<file path="src/rtl/crg_defs.svh">
/*
 * Constants of the compatibility registration codec: register offsets,
 * field positions, reset values, packet codes and timing figures.
 * Assumes inclusion by bare name from the codec module.
 */
//
// Summary of operation
// RULE1 - Compat and standard control type share codes.
// RULE2 - Control packets retransmit like ordinary control packets.
// RULE3 - Control type 1 means compat registration.
// RULE4 - Registration requests always use compat format.
// RULE5 - Payload 8 or 40 compat, else legacy.
// RULE6 - Decode meaning by packet direction.
// RULE7 - Switch identifier names the registering switch.
// RULE8 - Local node identifier carries assigned node.
// RULE9 - Uplink aggregation flag reports own capability.
// RULE10 - Downlink flag set only if whole path aggregates.
// RULE11 - Negative flag one for negative registration.
// RULE12 - Roaming flag one when moving switches.
// RULE13 - Two-bit security capability encodes profile level.
// RULE14 - Flags, time, hardware address, then two keys.
`ifndef CRG_DEFS_SVH
`define CRG_DEFS_SVH

// One control type table serves both headers.
`define CRG_CTYPE_REG      9'h001
// Compat payload lengths in bytes.
`define CRG_LEN_SHORT      9'h008
`define CRG_LEN_LONG       9'h028
// Register byte offsets.
`define CRG_OFF_CTRL       8'h00
`define CRG_OFF_IDS        8'h04
`define CRG_OFF_HW_LO      8'h08
`define CRG_OFF_HW_HI      8'h0c
`define CRG_OFF_STATUS     8'h10
`define CRG_OFF_RX_IDS     8'h14
`define CRG_OFF_RX_HW_LO   8'h18
`define CRG_OFF_RX_HW_HI   8'h1c
`define CRG_OFF_KEY_BASE   8'h20
// Control register fields.
`define CRG_CTRL_DOWN      16
`define CRG_CTRL_LONG      17
`define CRG_CTRL_PATH_LSB  18
`define CRG_CTRL_HOPS_LSB  26
`define CRG_CTRL_START     31
// Reset values.
`define CRG_CTRL_RST       32'h0000_0000
`define CRG_IDS_RST        22'h00_0000
// Timing: retransmission wait and clock rate; retransmission limit.
`define CRG_RETX_TIME_US   1000
`define CRG_CLK_MHZ        25
`define CRG_MAX_RETX       3

`endif

</file>
<file path="src/rtl/crg_pkg.sv">
/*
 * Types of the compatibility registration codec.
 * Assumes crg_defs.svh is on the include path.
 */
package crg_pkg;
   // Packet header fields seen beside the payload.
   typedef struct packed {
      logic       control;   // Control packet when high.
      logic [8:0] ctype;     // Control type code.
      logic [8:0] len;       // Payload length in bytes.
      logic [7:0] switch_identifier;
      logic [13:0] local_node_identifier;
      logic       downlink;  // Direction, high for downlink.
   } crg_hdr_t;

   // First payload word: flags and time.
   typedef struct packed {
      logic       negative_flag;
      logic       roaming_flag;
      logic [1:0] security_capability;
      logic       cap_robust;
      logic       cap_compat;
      logic       cap_switch;
      logic       aggregation_capable_flag;
      logic       cap_cfp;
      logic       cap_direct;
      logic       cap_mcast;
      logic       cap_prm;
      logic [3:0] time_field;
   } crg_flags_t;

   // Transmit sequencer states, Gray from IDLE through FETCH, LOAD and SEND to WAIT.
   typedef enum logic [2:0] {
      CRG_IDLE  = 3'h0,
      CRG_FETCH = 3'h1,
      CRG_LOAD  = 3'h3,
      CRG_SEND  = 3'h2,
      CRG_WAIT  = 3'h6
   } crg_state_t;
endpackage : crg_pkg

</file>
<file path="src/rtl/crg_codec.sv">
/*
 * Compatibility registration codec: builds the registration control
 * packet as a byte stream with retransmission, and parses received ones.
 * Assumes an APB master on the register port and a framer that presents
 * the header beside every payload byte.
 */
// Decided for this implementation: the register offsets and register access over APB.
`timescale 1ns/1ps
`include "crg_defs.svh"
module crg_codec #(
   parameter int RETX_CYCLES = `CRG_RETX_TIME_US * `CRG_CLK_MHZ,
   parameter int MAX_RETX    = `CRG_MAX_RETX
) (
   // Clock and reset.
   input  wire logic              clk_sys_i,
   input  wire logic              rst_n_i,
   // APB slave.
   input  wire logic              psel_i,
   input  wire logic              penable_i,
   input  wire logic              pwrite_i,
   input  wire logic [7:0]        paddr_i,
   input  wire logic [31:0]       pwdata_i,
   output logic      [31:0]       prdata_o,
   output logic                   pready_o,
   output logic                   pslverr_o,
   // Transmit byte stream.
   output logic                   tx_valid_o,
   output logic      [7:0]        tx_byte_o,
   output logic                   tx_last_o,
   output crg_pkg::crg_hdr_t      tx_hdr_o,
   input  wire logic              tx_ready_i,
   // Receive byte stream.
   input  wire logic              rx_valid_i,
   input  wire logic [7:0]        rx_byte_i,
   input  wire logic              rx_last_i,
   input  wire crg_pkg::crg_hdr_t rx_hdr_i
);
   import crg_pkg::*;

   // The wait counter and retry counter widths bound the parameters.
   initial begin
      if (RETX_CYCLES < 1 || MAX_RETX < 0 || MAX_RETX > 15) begin
         $error("crg_codec: RETX_CYCLES or MAX_RETX out of range");
      end
   end

   // Register state.
   logic [31:0] ctrl_q, ctrl_d;        // Control word, start bit not kept.
   logic [21:0] ids_q, ids_d;          // Switch and node identifiers.
   logic [47:0] hw_q, hw_d;            // Own hardware address.
   logic [31:0] prdata_q, prdata_d;    // Read data.
   logic        pready_q, pready_d;    // One wait state answer.
   logic        pslverr_q, pslverr_d;  // Unmapped address.
   // Transmit state.
   crg_state_t  state_q, state_d;      // Sequencer.
   logic [5:0]  idx_q, idx_d;          // Payload byte index.
   logic [31:0] timer_q, timer_d;      // Response wait.
   logic [3:0]  retx_q, retx_d;        // Retransmissions done.
   logic        failed_q, failed_d;    // Retries exhausted.
   logic        tvalid_q, tvalid_d;
   logic [7:0]  tbyte_q, tbyte_d;
   logic        tlast_q, tlast_d;
   crg_hdr_t    thdr_q, thdr_d;
   // Receive state.
   logic [5:0]  rcnt_q, rcnt_d;        // Received byte count.
   logic [63:0] rbuf_q, rbuf_d;        // First eight payload bytes.
   logic [15:0] rflags_q, rflags_d;    // Decoded flag word.
   logic [21:0] rids_q, rids_d;        // Received identifiers.
   logic [47:0] rhw_q, rhw_d;          // Received hardware address.
   logic [5:0]  rstat_q, rstat_d;      // valid,compat,legacy,down,long,path.

   // Bus decode helpers and memory hookup.
   logic        acc, wr, key_we, start, resp_seen, path_ok, rx_match;
   logic [7:0]  hop_mask;
   logic [63:0] tword, rbuf_n;
   logic [5:0]  kidx;
   logic [31:0] key_rd;
   crg_flags_t  tflags;

   assign acc    = psel_i & penable_i & pready_q;
   assign wr     = acc & pwrite_i;
   assign key_we = wr & (paddr_i[7:5] == 3'(`CRG_OFF_KEY_BASE >> 5));
   assign start  = wr & (paddr_i == `CRG_OFF_CTRL) & pwdata_i[`CRG_CTRL_START];
   assign kidx   = idx_q - 6'd8;

   crg_key_mem #(.WIDTH(32), .DEPTH(8)) u_keys (
      .clk_sys_i (clk_sys_i),
      .rst_n_i   (rst_n_i),
      .we_i      (key_we),
      .waddr_i   (paddr_i[4:2]),
      .wdata_i   (pwdata_i),
      .raddr_i   (kidx[4:2]),
      .rdata_o   (key_rd)
   );

   // Path aggregation: every hop below the hop count must be capable.
   assign hop_mask = 8'(({1'b0, 8'hff} << ctrl_q[`CRG_CTRL_HOPS_LSB +: 3]) & 9'h0ff);
   assign path_ok  = &(ctrl_q[`CRG_CTRL_PATH_LSB +: 8] | hop_mask); // RULE10

   // Outgoing flag word; the aggregation flag depends on direction.
   always_comb begin
      tflags = crg_flags_t'(ctrl_q[15:0]); // RULE11 RULE12 RULE13
      if (ctrl_q[`CRG_CTRL_DOWN]) begin
         tflags.aggregation_capable_flag = path_ok; // RULE10
      end
      tword = {tflags, hw_q}; // RULE14
   end

   // APB register file.
   always_comb begin
      ctrl_d    = ctrl_q;
      ids_d     = ids_q;
      hw_d      = hw_q;
      pready_d  = psel_i & penable_i & ~pready_q;
      prdata_d  = 32'h0000_0000;
      pslverr_d = 1'b0;
      if (wr) begin
         case (paddr_i)
            `CRG_OFF_CTRL:  ctrl_d = {1'b0, pwdata_i[30:0]};
            `CRG_OFF_IDS:   ids_d = pwdata_i[21:0];
            `CRG_OFF_HW_LO: hw_d[31:0] = pwdata_i;
            `CRG_OFF_HW_HI: hw_d[47:32] = pwdata_i[15:0];
            default: ;
         endcase
      end
      // Read data and error are registered on the same edge as pready.
      if (pready_d) begin
         case (paddr_i)
            `CRG_OFF_CTRL:     prdata_d = ctrl_q;
            `CRG_OFF_IDS:      prdata_d = {10'h000, ids_q};
            `CRG_OFF_HW_LO:    prdata_d = hw_q[31:0];
            `CRG_OFF_HW_HI:    prdata_d = {16'h0000, hw_q[47:32]};
            `CRG_OFF_STATUS:   prdata_d = {rflags_q, 4'h0, retx_q, failed_q,
                                           (state_q != CRG_IDLE), rstat_q};
            `CRG_OFF_RX_IDS:   prdata_d = {10'h000, rids_q};
            `CRG_OFF_RX_HW_LO: prdata_d = rhw_q[31:0];
            `CRG_OFF_RX_HW_HI: prdata_d = {16'h0000, rhw_q[47:32]};
            default: begin
               // Key words are write only and read as zero.
               pslverr_d = (paddr_i[7:5] != 3'(`CRG_OFF_KEY_BASE >> 5)) |
                           (paddr_i[1:0] != 2'h0);
            end
         endcase
      end
   end

   // Transmit sequencer with retransmission on missing response.
   always_comb begin
      state_d  = state_q;
      idx_d    = idx_q;
      timer_d  = timer_q;
      retx_d   = retx_q;
      failed_d = failed_q;
      tvalid_d = tvalid_q;
      tbyte_d  = tbyte_q;
      tlast_d  = tlast_q;
      thdr_d   = thdr_q;
      case (state_q)
         CRG_IDLE: begin
            if (start) begin
               state_d  = CRG_FETCH;
               idx_d    = 6'd0;
               retx_d   = 4'h0;
               failed_d = 1'b0;
               thdr_d.control  = 1'b1;
               thdr_d.ctype    = `CRG_CTYPE_REG; // RULE1 RULE3
               // Requests and responses both leave in compat form.
               thdr_d.len      = pwdata_i[`CRG_CTRL_LONG] ? `CRG_LEN_LONG
                                                          : `CRG_LEN_SHORT; // RULE4
               thdr_d.switch_identifier     = ids_q[7:0]; // RULE7
               thdr_d.local_node_identifier = ids_q[21:8]; // RULE8
               thdr_d.downlink = pwdata_i[`CRG_CTRL_DOWN];
            end
         end
         CRG_FETCH: begin
            // Key memory address settles here; data arrive next cycle.
            state_d = CRG_LOAD;
         end
         CRG_LOAD: begin
            tvalid_d = 1'b1;
            tlast_d  = (idx_q == 6'(thdr_q.len - 9'd1));
            if (idx_q < 6'd8) begin
               tbyte_d = tword[6'd63 - {idx_q[2:0], 3'h0} -: 8]; // RULE14
            end else begin
               tbyte_d = key_rd[5'd31 - {kidx[1:0], 3'h0} -: 8];
            end
            state_d = CRG_SEND;
         end
         CRG_SEND: begin
            if (tx_ready_i) begin
               tvalid_d = 1'b0;
               tlast_d  = 1'b0;
               idx_d    = idx_q + 6'd1;
               if (tlast_q) begin
                  // Responses end here; requests await their answer.
                  state_d = thdr_q.downlink ? CRG_IDLE : CRG_WAIT;
                  timer_d = 32'(RETX_CYCLES);
               end else begin
                  state_d = CRG_FETCH;
               end
            end
         end
         CRG_WAIT: begin
            timer_d = timer_q - 32'd1;
            if (resp_seen) begin
               state_d = CRG_IDLE;
            end else if (timer_q == 32'd1) begin
               if (retx_q == 4'(MAX_RETX)) begin
                  state_d  = CRG_IDLE;
                  failed_d = 1'b1;
               end else begin
                  state_d = CRG_FETCH; // RULE2
                  idx_d   = 6'd0;
                  retx_d  = retx_q + 4'h1;
               end
            end
         end
         default: state_d = CRG_IDLE;
      endcase
   end

   // Receive parser.
   assign rx_match  = rx_hdr_i.control & (rx_hdr_i.ctype == `CRG_CTYPE_REG); // RULE1 RULE3
   assign rbuf_n    = (rcnt_q < 6'd8) ? {rbuf_q[55:0], rx_byte_i} : rbuf_q;
   assign resp_seen = rx_valid_i & rx_last_i & rx_match & rx_hdr_i.downlink &
                      ((rx_hdr_i.len == `CRG_LEN_SHORT) | (rx_hdr_i.len == `CRG_LEN_LONG));

   always_comb begin
      rcnt_d   = rcnt_q;
      rbuf_d   = rbuf_q;
      rflags_d = rflags_q;
      rids_d   = rids_q;
      rhw_d    = rhw_q;
      rstat_d  = rstat_q;
      if (rx_valid_i) begin
         rbuf_d = rbuf_n;
         rcnt_d = rx_last_i ? 6'd0 : rcnt_q + 6'd1;
         if (rx_last_i && rx_match) begin
            rids_d = {rx_hdr_i.local_node_identifier, rx_hdr_i.switch_identifier}; // RULE7 RULE8
            if ((rx_hdr_i.len == `CRG_LEN_SHORT) || (rx_hdr_i.len == `CRG_LEN_LONG)) begin
               // Compat form decoded; meaning of the flag follows direction.
               rflags_d = rbuf_n[63:48]; // RULE5
               rhw_d    = rbuf_n[47:0];
               rstat_d  = {rx_hdr_i.downlink & rbuf_n[48 + 8],   // RULE6 RULE10
                           rx_hdr_i.len == `CRG_LEN_LONG, rx_hdr_i.downlink,
                           1'b0, 1'b1, 1'b1};
               // On uplink bit 56 is the sender's own capability. RULE9
            end else begin
               rstat_d = {1'b0, 1'b0, rx_hdr_i.downlink, 1'b1, 1'b0, 1'b1}; // RULE5
            end
         end
      end
   end

   // All state registers.
   always_ff @(posedge clk_sys_i or negedge rst_n_i) begin
      if (!rst_n_i) begin
         ctrl_q <= `CRG_CTRL_RST;  ids_q <= `CRG_IDS_RST;  hw_q <= '0;
         prdata_q <= '0;  pready_q <= 1'b0;  pslverr_q <= 1'b0;
         state_q <= CRG_IDLE;  idx_q <= '0;  timer_q <= '0;  retx_q <= '0;
         failed_q <= 1'b0;  tvalid_q <= 1'b0;  tbyte_q <= '0;  tlast_q <= 1'b0;
         thdr_q <= '0;  rcnt_q <= '0;  rbuf_q <= '0;  rflags_q <= '0;
         rids_q <= '0;  rhw_q <= '0;  rstat_q <= '0;
      end else begin
         ctrl_q <= ctrl_d;  ids_q <= ids_d;  hw_q <= hw_d;
         prdata_q <= prdata_d;  pready_q <= pready_d;  pslverr_q <= pslverr_d;
         state_q <= state_d;  idx_q <= idx_d;  timer_q <= timer_d;  retx_q <= retx_d;
         failed_q <= failed_d;  tvalid_q <= tvalid_d;  tbyte_q <= tbyte_d;
         tlast_q <= tlast_d;  thdr_q <= thdr_d;  rcnt_q <= rcnt_d;  rbuf_q <= rbuf_d;
         rflags_q <= rflags_d;  rids_q <= rids_d;  rhw_q <= rhw_d;  rstat_q <= rstat_d;
      end
   end

   assign prdata_o  = prdata_q;
   assign pready_o  = pready_q;
   assign pslverr_o = pslverr_q;
   assign tx_valid_o = tvalid_q;
   assign tx_byte_o  = tbyte_q;
   assign tx_last_o  = tlast_q;
   assign tx_hdr_o   = thdr_q;
endmodule : crg_codec

</file>
<file path="src/rtl/crg_key_mem.sv">
/*
 * Small key store: one write port, one read port with registered data.
 * Assumes a single clock; read data follow the address by one cycle.
 */
`timescale 1ns/1ps
module crg_key_mem #(
   parameter int WIDTH = 32,
   parameter int DEPTH = 8
) (
   // Clock and reset.
   input  wire logic                     clk_sys_i,
   input  wire logic                     rst_n_i,
   // Write port.
   input  wire logic                     we_i,
   input  wire logic [$clog2(DEPTH)-1:0] waddr_i,
   input  wire logic [WIDTH-1:0]         wdata_i,
   // Read port.
   input  wire logic [$clog2(DEPTH)-1:0] raddr_i,
   output logic      [WIDTH-1:0]         rdata_o
);
   import crg_pkg::*;

   // The array size must be a power of two above one.
   initial begin
      if (DEPTH < 2 || (DEPTH & (DEPTH - 1)) != 0) begin
         $error("crg_key_mem: DEPTH must be a power of two");
      end
   end

   logic [WIDTH-1:0] mem_q [DEPTH];   // Storage, no reset needed.
   logic [WIDTH-1:0] rdata_q;         // Registered read data.

   // Storage writes; the registered read is in the block below.
   always_ff @(posedge clk_sys_i) begin
      if (we_i) begin
         mem_q[waddr_i] <= wdata_i;
      end
   end

   // Read register is reset so the output is defined at once.
   always_ff @(posedge clk_sys_i or negedge rst_n_i) begin
      if (!rst_n_i) begin
         rdata_q <= '0;
      end else begin
         rdata_q <= mem_q[raddr_i];
      end
   end

   assign rdata_o = rdata_q;
endmodule : crg_key_mem

</file>
<file path="config.mk">
export PLATFORM = sky130hd
export DESIGN_NAME = crg_codec
export DESIGN_NICKNAME = d
export VERILOG_FILES = /design/src/rtl/crg_pkg.sv /design/src/rtl/crg_codec.sv /design/src/rtl/crg_key_mem.sv
export VERILOG_INCLUDE_DIRS = /design/src /design/src/rtl
export SDC_FILE = /design/constraint.sdc
export NUM_CORES = 1
export LEC_CHECK = 0
export ABC_AREA = 0
export BUFFER_PORTS_ARGS = -buffer_cell sky130_fd_sc_hd__buf_4
export CORE_UTILIZATION = 45
export DETAILED_ROUTE_END_ITERATION = 7
export GPL_ROUTABILITY_DRIVEN = 0
export GPL_TIMING_DRIVEN = 0
export SYNTH_ARGS = -nofsm -noshare
export SYNTH_HDL_FRONTEND = slang
export SYNTH_SLANG_ARGS = --single-unit
</file>
<file path="constraint.sdc">
create_clock -name clk_sys_i -period 4.3 [get_ports clk_sys_i]
set_input_delay 0.645 -clock clk_sys_i [delete_from_list [all_inputs] [get_ports clk_sys_i]]
set_output_delay 0.645 -clock clk_sys_i [all_outputs]
set_load 0.005 [all_outputs]
</file>
== After elaboration in Yosys (flattened, before gate mapping) ==
Memory sizes are Yosys's and may differ from the RTL's. A register that Yosys moved wholly into a read port is not among the register bits.
Cells that the tools add are included.
Storage, ports and cells
  flip-flop bits (word level): 383
  RAM bits: 256
  bits of input ports: 98
  output and inout bits: 86
  logic and storage cells: 152
  memories kept: 1
Cells by class
  add/sub/neg operators: 8
  $lt $le $gt $ge: 2
  equal/unequal tests: 27
  shift operators: 3
  mux-type cells: 42
  bitwise logic cells: 17
  reduce and logical (&&, ||, !) cells: 26
Memory list
  u_keys.mem_q: words 8, width 32, read ports 1, clocked after Yosys merged registers in 1, write ports 1, line crg_key_mem.sv:30  | logic [WIDTH-1:0] mem_q [DEPTH];
Operators with widths (number)
  $pmux W32 S8: 1
  $mux W32: 3
  $shiftx A71 B7 Y8: 1
  $mux W64: 1
  $pmux W32 S2: 1
  $mux W6: 8
  $shiftx A39 B6 Y8: 1
  $eq A32 B1 Y1 const B: 1
  $eq A8 B5 Y1 const B: 4
  $sub A32 B1 Y32 const B: 1
  $mux W3: 6
  $pmux W6 S3: 1
  $eq A8 B4 Y1 const B: 2
  $mux W4: 4
  $pmux W3 S5: 1
  $ne A2 B2 Y1 const B: 7
  $reduce_and A2 Y1: 7
  $and A1 B1 Y1: 13
  $add A6 B1 Y6 const B: 2
  $lt A6 B4 Y1 const B: 2
  $mux W1: 11
  $reduce_and A5 Y1: 2
  $eq A9 B1 Y1 const B: 1
  $eq A9 B4 Y1 const B: 1
  32 further kinds: 43

== Logic depth before layout (Yosys ltp) ==
  depth in word-level cells: 7
  depth in mapped cells: 8
  mapped depth without buffers: 8

== Hierarchy ==
A second synthesis with hierarchy kept.
Unflattened totals
  cells, all modules: 1890
  area total of the unflattened synthesis: 27976.8 um2
By module, submodules not included
  crg_codec: instances 1, cells an instance 1475, area an instance 17350.4 um2, sequential area each 9459.1 um2
  crg_key_mem: instances 1, cells an instance 415, area an instance 10626.4 um2, sequential area each 8488.1 um2

== Worst setup path before layout ==
Ideal clock, no wire load.
  path kind: input to register
  start point: input port paddr_i[2]
  end point: memory u_keys.mem_q[1][0], enable pin
  library setup time: 0.461 ns
  arrival: 3.668 ns
  required time: 3.839 ns
  slack: 0.171 ns
  stages: 4
  path buffers: 2
  path through: clkbuf_1 > buf_1 > nand4_1 > nor3_1
RTL lines
  start, declared: line crg_codec.sv:21  | input wire logic [7:0] paddr_i,
  end, declared: line crg_key_mem.sv:30
No word-level cell before the write port.

== Worst setup path in the final report ==
  start point: input port paddr_i[5]
  end point: register prdata_q[15], in the netlist prdata_o[15]
On the way
  cells in the longest elaborated chain, start to end: 3
  elaborated cells on any way between the ends: 10
  classes of those cells: 7 x eq/ne; 2 x mux; 1 x reduce/logical
RTL lines
  $eq A8 B5 Y1, or another cell as far along: line crg_codec.sv:128  | case (paddr_i)
  $pmux W32 S8 *: line crg_codec.sv:128
  $mux W32 *: line crg_codec.sv:127  | if (pready_d) begin
  net prdata_d[15]: line crg_codec.sv:51  | logic [31:0] prdata_q, prdata_d;
  end signal, assigned: line crg_codec.sv:266  | prdata_q <= prdata_d; pready_q <= pready_d; pslverr_q <= pslverr_d;
  end, declared: line crg_codec.sv:51
Mark *: on every way through the listed nets, which the timed path passes. The rest lies on a longest branch.
A chain may end at the register's enable or synchronous reset.

==> flow_summary.json <==
{
  "arrival_ns": 4.08,
  "hold_buffers": 0,
  "cp.required_ns": 4.76,
  "fin_crit_ns": 3.62,
  "p_per_area_mw_per_mm2": 500,
  "final.setup_skew_ns": 0.0191,
  "cts.htree.levels": 3,
  "postRouteAntennaNets": 0,
  "hold_violations": 0,
  "syn_inst": 1861,
  "diodes": 0,
  "p_comb_share_pct": 16.8,
  "max_slew_margin_pct": 21.8,
  "post_cts_resized": 0,
  "critPathLaunchType": "primary input",
  "final_max_slew_viol_count": 0,
  "r2r-start": "pready_o$_DFF_PN0_",
  "core_sq_mm": 0.0604,
  "cpMostUsedCell": "nor3_1",
  "critPathCaptureType": "flip-flop",
  "grt_use_total_pct": 25.4,
  "final_cell_mix": "dfrtp_1 (410), edfxtp_1 (256), mux2_2 (222), buf_4 (184), nand2_1 (143)",
  "fp-row-count": 90,
  "critPathMaxStageDelay_ns": 0.71,
  "vias": 17300,
  "cts_inserted_buffers": 71,
  "wl_per_cell_um": 26.1,
  "synth_area_per_cell_sq_um": 14.8,
  "grt_first_pass_wirelength_um": 116000,
  "p_clk_share_pct": 36.5,
  "crit_slowest_cell": "nor3_1",
  "clk_pin_slew_ns": 0.06,
  "synth.distinct_cells": 57,
  "yosys.area.top_type_share_pct": 37.3,
  "vdd_drop_max_mv": 0.369,
  "min_path_type": "primary input to asynchronous set/reset pin",
  "final_common_cell": "dfrtp_1",
  "final-seq-area_sq_mm": 0.0179,
  "sequentialPowerShare_pct": 46.6,
  "cp-startpoint": "paddr_i[5]",
  "cts_root_buffer": "clkbuf_16",
  "critPathKind": "primary input to flip-flop",
  "fmax_mhz": 276,
  "multi_input_area_sq_mm": 0.00908,
  "synth_largest_area_cell": "dfrtp_1",
  "postSynth.asyncResetShare_pct": 61.6,
  "setup_ws_ns": 0.676,
  "finalSetupTns_ns": 0,
  "dieArea_sq_mm": 0.0621,
  "antenna_found_initial": 4,
  "cp_cell_sequence": "buf_4, nor3_1, nand2_1, nor3_1, clkbuf_1, buf_1, a22oi_1, a31oi_1",
  "cp_top_family": "simple AND/OR/NAND/NOR gates",
  "synth-seq-cells": 666,
  "die_w_um": 249,
  "nFillCells": 5072,
  "grt_setup_unrepaired": "false",
  "path_buf_inv": 3,
  "p_int_uw": 11800,
  "cts_sinks": 666,
  "synth-edff-count": 256,
  "dp_slack_ns": 0.186,
  "leakagePower_uw": 0.0135,
  "clkLatencyLatePin_ns": 0.61,
  "via_per_inst": 5.83,
  "tightest_slew_ns": 1.17,
  "grt_max_degree": 122,
  "grt_pass1_vias": 17400,
  "tritoncts": "yes",
  "period_share_pct": 84.3,
  "final_nets": 2235,
  "portBuffers": 168,
  "initial_utilization_pct": 45.5,
  "grt_overflow": 0,
  "drive_gt1_share_pct": 29.1,
  "synth_area_sq_mm": 0.0275,
  "synth_seq_area_share_pct": 65.3,
  "path_max_fanout": 10,
  "ys.flop_type": "dfrtp_1",
  "dp_hpwl_um": 56000,
  "ios": 184,
  "die_y_um": 249,
  "drtIter0Drc": 1709,
  "area_growth_pct": 17.8,
  "remaining_drc_errors": 0,
  "cts.path.max_buffers": 3,
  "drtPass1Iterations": 6,
  "yosysWarnings": 0,
  "cts_setup_buffers": 0,
  "setup_viol": 0,
  "switching_share_pct": 27.3,
  "yosys-top-cells-area": "dfrtp_1 (37%), edfxtp_1 (28%), mux2_2 (9.1%), mux4_2 (7.1%), mux2i_1 (2.9%)",
  "p_sw_uw": 4420,
  "routed_wl_um": 77600,
  "status": "complete, no violations",
  "cap_violations": 0,
  "timing.hold.ws_ns": 0.0233
}
flip-flops by register name (all words and copies together), names as in the netlist, 31 cells and up:
register / flops
ctrl_q: 31
u_keys.mem_q: 256
rbuf_q: 64
timer_q: 32
prdata_o: 32
rhw_q: 48
hw_q: 48
u_keys.rdata_o: 32
cell families (layout without fill, tap and decap cells):
logic type                 count (synthesis)  count (layout)  synth area share [%]
DFF                                      666             666                  65.3
and+or+nand+nor                          393             393                  6.51
muxes                                    388             388                  19.1
AOI/OAI and AO/OA                        245             245                  5.81
buffers and inverters                    133             445                  2.05
xor gates and xnor gates                  29              29                 0.924
adders and majority gates                  6               6                 0.273
other                                      1              15                0.0136
worst register-to-register path: stages, from the launching register on:
cell and delay (ns):
dfrtp_1 0.39, and4_1 0.19, clkbuf_1 0.34, nand3_1 0.32, nor2_1 0.87, clkbuf_1 0.62, nand2_1 0.25, nand2_1 0.14
power by group through the flow:
stage                     registers (uW)  logic, uW  clock network, uW
after floorplan                     7480       1840                  0
after global placement              7660       2680                  0
after detailed placement            7680       2730                  0
after CTS                           7560       2750               6010
after global routing                7620       2950               6250
final                               7550       2730               5910
worst paths after layout:
check                                                to  depth (start not counted)  slack (ns)
max reg2reg                    tx_hdr_o[16]$_DFFE_PN0P_                          7        1.10
max                              prdata_o[15]$_DFF_PN0_                          8        0.68
min                        u_keys.rdata_o[10]$_DFF_PN0_                          1        0.02
max in group asynchronous         rhw_q[46]$_DFFE_PN0P_                          3        2.65
min in group clk_sys_i            rcnt_q[5]$_DFFE_PN0P_                          2        0.27
min reg2reg                      rstat_q[0]$_DFFE_PN0P_                          1        0.48
cells in the mapped netlist, types with 7 or more instances:
library cell / instances
a21oi_1: 110
a221oi_1: 15
a222oi_1: 26
a22o_1: 11
a22oi_1: 15
a31oi_1: 23
buf_1: 17
buf_4: 17
clkbuf_1: 86
dfrtp_1: 410
edfxtp_1: 256
inv_1: 13
mux2_2: 222
mux2i_1: 79
mux4_2: 87
nand2_1: 143
nand2b_1: 9
nand3_1: 22
nand3b_1: 7
nand4_1: 7
nor2_1: 131
nor3_1: 18
nor4_1: 11
o21ai_0: 25
or3_1: 11
xnor2_1: 19
xor2_1: 10
layer usage:
| metal | share of wire, % | track usage [%] |
|---|---|---|
| met5 | 0.089 | 0 |
| met4 | 3.9 | 9.68 |
| met2 | 48 | 40.3 |
| met1 | 42 | 35.1 |
| met3 | 6.2 | 4.61 |
per-stage QoR:
| stage | std cells | util [%] | area, sq um | power [uW] |
|---|---|---|---|---|
| finish | 2969 | 53.7 | 32400 | 16200 |
| global route | 2969 | 53.7 | 32400 | 16800 |
| CTS | 2969 | 53.7 | 32400 | 16300 |
| detailed placement | 2840 | 49.9 | 30100 | 10400 |
| global placement | 2825 | 49.3 | 29800 | 10300 |
| floorplan | 1875 | - | 27500 | 9320 |
area by class of cell:
class	instances	area share, %
buffer	120	1.59
clock buffer	102	6.44
clock inverter	27	0.502
inverter	13	0.151
multi-input combinational	1076	28.0
sequential	666	55.4
tap	782	3.02
timing repair buffer	183	4.84
Note: power is estimated with default switching activity, not from simulation.
